[src/hdl/bsce_consts.vh]
// Constants for the bit-test-skip and complement execution block.
// Assumes a 12-bit instruction word and 8-bit file registers.
`ifndef BSCE_CONSTS_VH
`define BSCE_CONSTS_VH
`define BSCE_OPC_BTSC_MSB    11
`define BSCE_OPC_BTSC_LSB    8
`define BSCE_OPC_BTSC        4'h6
`define BSCE_OPC_COMPLEMENT_FILE_OP_MSB    11
`define BSCE_OPC_COMPLEMENT_FILE_OP_LSB    6
`define BSCE_OPC_COMPLEMENT_FILE_OP        6'h09
`define BSCE_BIT_MSB         7
`define BSCE_BIT_LSB         5
`define BSCE_DEST_BIT        5
`define BSCE_ADDR_MSB        4
`define BSCE_ADDR_LSB        0
`define BSCE_ADDR_RST        5'h00
`define BSCE_BYTE_ZERO       8'h00
`define BSCE_BYTE_RST        8'h00
`define BSCE_DEST_W          1'b0
`define BSCE_BYTE_W          8
`define BSCE_ONE_HOT         8'h01
`endif

[src/hdl/bsce_exec.v]
// Execution logic for the bit-test-skip-if-clear and complement instructions.
// Assumes the core presents one instruction word per valid cycle and returns
// the addressed file register on file_rdata combinationally in that cycle.
`timescale 1ns/1ps
`include "bsce_consts.vh"

module bsce_exec (
	// Clock and reset
	input  wire        mclk,
	input  wire        sys_rst,
	// Instruction in
	input  wire        instr_valid,
	input  wire [11:0] instr_word,
	// File register read
	output reg  [4:0]  file_addr_q,
	input  wire [7:0]  file_rdata,
	// Results
	output reg         file_we_q,
	output reg  [4:0]  file_waddr_q,
	output reg  [7:0]  file_wdata_q,
	output reg         acc_we_q,
	output reg  [7:0]  acc_wdata_q,
	output reg         zero_we_q,
	output reg         zero_flag_q,
	// Fetch control
	output reg         discard_q,
	output reg         nop_exec_q
);

	// ****************************************************************
	// Skip sequencer states
	// ****************************************************************
	// A skipping test parks the sequencer in ST_KILL for one cycle; the
	// word seen there is the prefetch and is never decoded.
	localparam [0:0] ST_RUN  = 1'b0;
	localparam [0:0] ST_KILL = 1'b1;

	// ****************************************************************
	// Declarations
	// ****************************************************************
	wire       slot_live;
	wire       is_btsc;
	wire       is_complement_file_op;
	wire [2:0] bit_sel;
	wire [4:0] faddr;
	wire       dest_f;
	wire       skip_now;
	wire [7:0] bit_onehot;
	wire [7:0] bit_hit;
	wire [7:0] comp;
	wire       tested;
	reg        state_q;
	reg        state_d;
	reg        discard_d;
	reg        nop_exec_d;
	reg  [4:0] file_addr_d;
	reg        file_we_d;
	reg  [4:0] file_waddr_d;
	reg  [7:0] file_wdata_d;
	reg        acc_we_d;
	reg  [7:0] acc_wdata_d;
	reg        zero_we_d;
	reg        zero_flag_d;
	genvar     gi;

	// ****************************************************************
	// Decode
	// ****************************************************************
	// The read address is taken from the live word so the operand is
	// available in the execute cycle; file_addr_q follows for tracing.
	assign slot_live = instr_valid && (state_q == ST_RUN);
	assign is_btsc   = slot_live &&
		(instr_word[`BSCE_OPC_BTSC_MSB:`BSCE_OPC_BTSC_LSB] == `BSCE_OPC_BTSC);
	assign is_complement_file_op   = slot_live &&
		(instr_word[`BSCE_OPC_COMPLEMENT_FILE_OP_MSB:`BSCE_OPC_COMPLEMENT_FILE_OP_LSB] == `BSCE_OPC_COMPLEMENT_FILE_OP);
	assign bit_sel   = instr_word[`BSCE_BIT_MSB:`BSCE_BIT_LSB];
	assign faddr     = instr_word[`BSCE_ADDR_MSB:`BSCE_ADDR_LSB];
	assign dest_f    = instr_word[`BSCE_DEST_BIT];
	assign skip_now  = is_btsc && !tested;

	// ****************************************************************
	// Operand datapath
	// ****************************************************************
	// One slice per data bit: the complement for the write-back and a
	// one-hot gate that picks the tested bit without a wide mux.
	assign bit_onehot = `BSCE_ONE_HOT << bit_sel;

	generate
		for (gi = 0; gi < `BSCE_BYTE_W; gi = gi + 1) begin : g_bit
			assign comp[gi]    = ~file_rdata[gi];
			assign bit_hit[gi] = file_rdata[gi] & bit_onehot[gi];
		end
	endgenerate

	assign tested = |bit_hit;

	// ****************************************************************
	// Skip sequencer
	// ****************************************************************
	always @* begin
		state_d = state_q;
		case (state_q)
			ST_RUN: begin
				if (skip_now) begin
					state_d = ST_KILL;
				end
			end
			ST_KILL: begin
				state_d = ST_RUN;
			end
			default: begin
				state_d = ST_RUN;
			end
		endcase
	end

	// ****************************************************************
	// Fetch control
	// ****************************************************************
	// The no-operation is only reported when a word was really there to
	// be killed; an empty slot after the test costs nothing extra.
	always @* begin
		discard_d  = 1'b0;
		nop_exec_d = 1'b0;
		if (skip_now) begin
			discard_d = 1'b1;
		end
		if ((state_q == ST_KILL) && instr_valid) begin
			nop_exec_d = 1'b1;
		end
	end

	// ****************************************************************
	// Result write-back
	// ****************************************************************
	always @* begin
		file_addr_d  = faddr;
		file_we_d    = 1'b0;
		file_waddr_d = file_waddr_q;
		file_wdata_d = file_wdata_q;
		acc_we_d     = 1'b0;
		acc_wdata_d  = acc_wdata_q;
		if (is_complement_file_op) begin
			if (dest_f == `BSCE_DEST_W) begin
				acc_we_d    = 1'b1;
				acc_wdata_d = comp;
			end else begin
				file_we_d    = 1'b1;
				file_waddr_d = faddr;
				file_wdata_d = comp;
			end
		end
	end

	// ****************************************************************
	// Zero flag
	// ****************************************************************
	// The bit test never reaches this path, so the status flag stays as
	// it was across a test, skipping or not.
	always @* begin
		zero_we_d   = 1'b0;
		zero_flag_d = zero_flag_q;
		if (is_complement_file_op) begin
			zero_we_d   = 1'b1;
			zero_flag_d = (comp == `BSCE_BYTE_ZERO);
		end
	end

	// ****************************************************************
	// Registers
	// ****************************************************************
	// Every output leaves from one of these flops, so the core's write
	// ports never see decode glitches from the live instruction word.
	always @(posedge mclk or posedge sys_rst) begin
		if (sys_rst) begin
			state_q <= ST_RUN;
		end else begin
			state_q <= state_d;
		end
	end

	always @(posedge mclk or posedge sys_rst) begin
		if (sys_rst) begin
			discard_q  <= 1'b0;
			nop_exec_q <= 1'b0;
		end else begin
			discard_q  <= discard_d;
			nop_exec_q <= nop_exec_d;
		end
	end

	always @(posedge mclk or posedge sys_rst) begin
		if (sys_rst) begin
			file_addr_q  <= `BSCE_ADDR_RST;
			file_we_q    <= 1'b0;
			file_waddr_q <= `BSCE_ADDR_RST;
			file_wdata_q <= `BSCE_BYTE_RST;
		end else begin
			file_addr_q  <= file_addr_d;
			file_we_q    <= file_we_d;
			file_waddr_q <= file_waddr_d;
			file_wdata_q <= file_wdata_d;
		end
	end

	always @(posedge mclk or posedge sys_rst) begin
		if (sys_rst) begin
			acc_we_q    <= 1'b0;
			acc_wdata_q <= `BSCE_BYTE_RST;
		end else begin
			acc_we_q    <= acc_we_d;
			acc_wdata_q <= acc_wdata_d;
		end
	end

	always @(posedge mclk or posedge sys_rst) begin
		if (sys_rst) begin
			zero_we_q   <= 1'b0;
			zero_flag_q <= 1'b0;
		end else begin
			zero_we_q   <= zero_we_d;
			zero_flag_q <= zero_flag_d;
		end
	end

endmodule // bsce_exec

[config.mk]
export PLATFORM = sky130hd
export DESIGN_NAME = bsce_exec
export DESIGN_NICKNAME = d
export VERILOG_FILES = /design/src/hdl/bsce_exec.v
export VERILOG_INCLUDE_DIRS = /design/src /design/src/hdl
export SDC_FILE = /design/constraint.sdc
export NUM_CORES = 1
export LEC_CHECK = 0
export ABC_AREA = 0
export BUFFER_PORTS_ARGS = -buffer_cell sky130_fd_sc_hd__buf_2
export CAP_MARGIN = 20
export CORE_MARGIN = 8
export CORE_UTILIZATION = 53
export CTS_BUF_LIST = sky130_fd_sc_hd__clkbuf_2 sky130_fd_sc_hd__clkbuf_4 sky130_fd_sc_hd__clkbuf_8
export CTS_CLUSTER_SIZE = 14
export DETAILED_ROUTE_END_ITERATION = 7
export PLACE_DENSITY = 0.93
export SLEW_MARGIN = 20
export SYNTH_ARGS = -nofsm -noshare
export SYNTH_HDL_FRONTEND = slang
export SYNTH_SLANG_ARGS = --single-unit
[constraint.sdc]
create_clock -name mclk -period 3.6 [get_ports mclk]
set_input_delay 0.18 -clock mclk [delete_from_list [all_inputs] [get_ports mclk]]
set_output_delay 0.18 -clock mclk [all_outputs]
set_load 0.01 [all_outputs]
==> flow_summary.ini <==
[run_status]
status = complete, no violations

[layout]
multi_input_area_um2 = 420
seqCellArea_um2 = 826
area_delta_synth_final_pct = 32.7
drive_gt1_share_pct = 42.5
fillers = 182
stdcell_area_mm2 = 0.00177
fin_nets = 190
diodes = 0

[routing]
wire_per_inst_um = 15.3
drt_iter0_drc = 27
first_pass_iters = 4
antenna_left = 0
vias = 974
route.detailed.drc = 0
vias_per_cell = 4.94
wl_um = 3020

[critical_path]
required_ns = 3.83
worstSetupPathType = flip-flop to flip-flop
slowest_stage = nand4_1
crit_arrival_ns = 2.32
crit_path_cell_trace = nor3b_1 -> nand4_1 -> mux2_1
r2r_cells = 3
crit_fanout = 13
end_kind = flip-flop
path_depth = 3
start_kind = flip-flop
critPathBufInv = 0
max_stage_delay_ns = 0.72
crit_family = simple AND/OR/NAND/NOR gates

[clocking]
h-tree-depth = 2
ctsHoldBuffers = 6
clock_latency_ns = 0.34
clockRootBuffer = clkbuf_4
cts_inserted_buffers = 5
clockBufferDepth = 2
clk_pin_slew_ns = 0.10
cts_resized = 0
cts_tree = done
post_cts_buffers = 0
cts.sinks = 33

[grt]
grt_max_degree = 34
grt_pass1_vias = 1134
grt_overflow = 0
grt_pass1_wl_um = 5040
grt.total_usage_pct = 15.0
antenna_found_initial = 0

[sta]
worst_pin_slew_ns = 0.867
relSlewSlack_pct = 42.0
holdWs_ns = 0.0450
hold_viol = 0
setup_viol = 0
fin_setup_tns_ns = 0
slew_violations = 0
rsz0062_at_grt = false
fin_skew_ns = 0.00724
setup_slack_ns = 1.52
min_period_ns = 2.08
fmax_mhz = 480
fin_crit_sh_pct = 57.8

[pwr]
p_leak_nw = 0.994
power_density_mw_per_mm2 = 433
peakVddDrop_mv = 0.324
power_mw = 0.764

[placement]
place_area_mm2 = 0.00163
pre_cts_ws_ns = 1.49
dpl.hpwl_um = 2300
finalWeightedCongestion = 0.746
io_buffers = 54

[floorplan]
rows = 18
die_w_um = 66.1
die-area_mm2 = 0.00437
core-area_mm2 = 0.00243
num_io_pins = 55
start_util_pct = 54.7
dieHeight_um = 66.1

[synthesis]
syn-num-nets = 124
synth_compound_area_share_pct = 1.51
syn_avg_cell_area_um2 = 13.2
synth_top_area_share_pct = 62.1
yosysUniqueCellTypes = 23
synth_mux_area_share_pct = 20.1
synth_xor_area_share_pct = 0
synthArstFlopShare_pct = 100
synth_area_mm2 = 0.00133
synth-seq-area-share_pct = 62.1
synth-simple-area-share_pct = 9.97
synth_top_family_by_area = multiplexers
yosys.area.top_type = dfrtp_1
synth.area.top_cells = dfrtp_1 62%, mux2i_1 15%, inv_1 4.8%
synth_warnings = 0
synth_fa_ha_area_share_pct = 0
ys.flop_type = dfrtp_1
postSynthCellCount = 101
synth_seq_cells = 33
synth_edf_count = 0

[min_path]
hold_class = input port to flip-flop
min_path_cells = 2

[run]
maxCapViolCount = 0
-- sequential cells by signal (all words and copies together), names as in the netlist --
signal        cells
file_addr_q       5
nop_exec_q        1
zero_flag_q       1
acc_wdata_q       8
file_we_q         1
discard_q         1
zero_we_q         1
state_q           1
file_wdata_q      8
file_waddr_q      5
acc_we_q          1
-- placed cells by master (no fill, tap or decap), types with 2 or more instances in the layout --
cell	netlist	final
nand4_1	3	3
inv_1	17	17
nor2_1	2	2
mux2_1	3	3
mux2i_1	20	20
a31oi_1	2	2
buf_2	1	54
nand3_1	2	2
buf_4	0	2
nor3b_1	2	2
and2_1	2	2
dlygate4sd3_1	0	6
clkbuf_4	0	5
mux2_2	3	3
dfrtp_1	33	33
-- metrics by stage --
step | utilization, % | cells
finish | 72.6 | 197
global route | 72.6 | 197
CTS | 72.6 | 197
detailed placement | 67.1 | 184
global placement | 67.1 | 184
floorplan | - | 101
-- where the power goes --
| group | leakage, nW | internal [mW] | switching (mW) | total (mW) |
|---|---|---|---|---|
| Combinational | 0.580 | 0.0455 | 0.0535 | 0.0990 |
| Sequential | 0.373 | 0.393 | 0.0107 | 0.403 |
| Clock | 0.0410 | 0.141 | 0.121 | 0.262 |
-- routing by layer --
| layer | GRT usage, % | routed length, um | vias to the layer above |
|---|---|---|---|
| met5 | 0 | 0 | - |
| met4 | 7.20 | 35 | 0 |
| met3 | 6.61 | 327 | 6 |
| met2 | 24.4 | 1450 | 43 |
| met1 | 16.3 | 1210 | 459 |
| li1 | - | - | 466 |
-- path summary, 6_finish.rpt --
kind                                     from               to  slack, ns
worst max-delay path                  state_q  file_waddr_q[4]       1.52
worst min-delay path            file_rdata[6]  file_wdata_q[6]       0.05
worst max register to register        state_q  file_waddr_q[4]       1.52
worst min register to register    zero_flag_q      zero_flag_q       0.50
max in group asynchronous             sys_rst  file_waddr_q[3]       2.84
min in group asynchronous             sys_rst  file_waddr_q[0]       0.46
-- synthesized netlist by cell type (all sizes together) (2+ instances only) --
master	count
nor2	2
nand4	3
nand3	2
mux2	6
nor3b	2
buf	2
mux2i	20
a31oi	2
and2	2
inv	17
dfrtp	33
-- logic make-up after synthesis --
logic type	count (synthesis)
and+or+nand+nor	19
muxes	26
buffers and inverters	20
DFF	33
AOI/OAI and AO/OA	3
-- area by class of cell --
cell class | instances | share of cell area (%)
clock buffers | 5 | 2.13
clock inverters | 2 | 1.98
inverters | 17 | 3.61
multi-input cells | 48 | 23.8
flip-flops and latches | 33 | 46.8
well taps | 30 | 2.13
repair buffers | 62 | 19.6
Note: power is estimated with default switching activity, not from simulation.
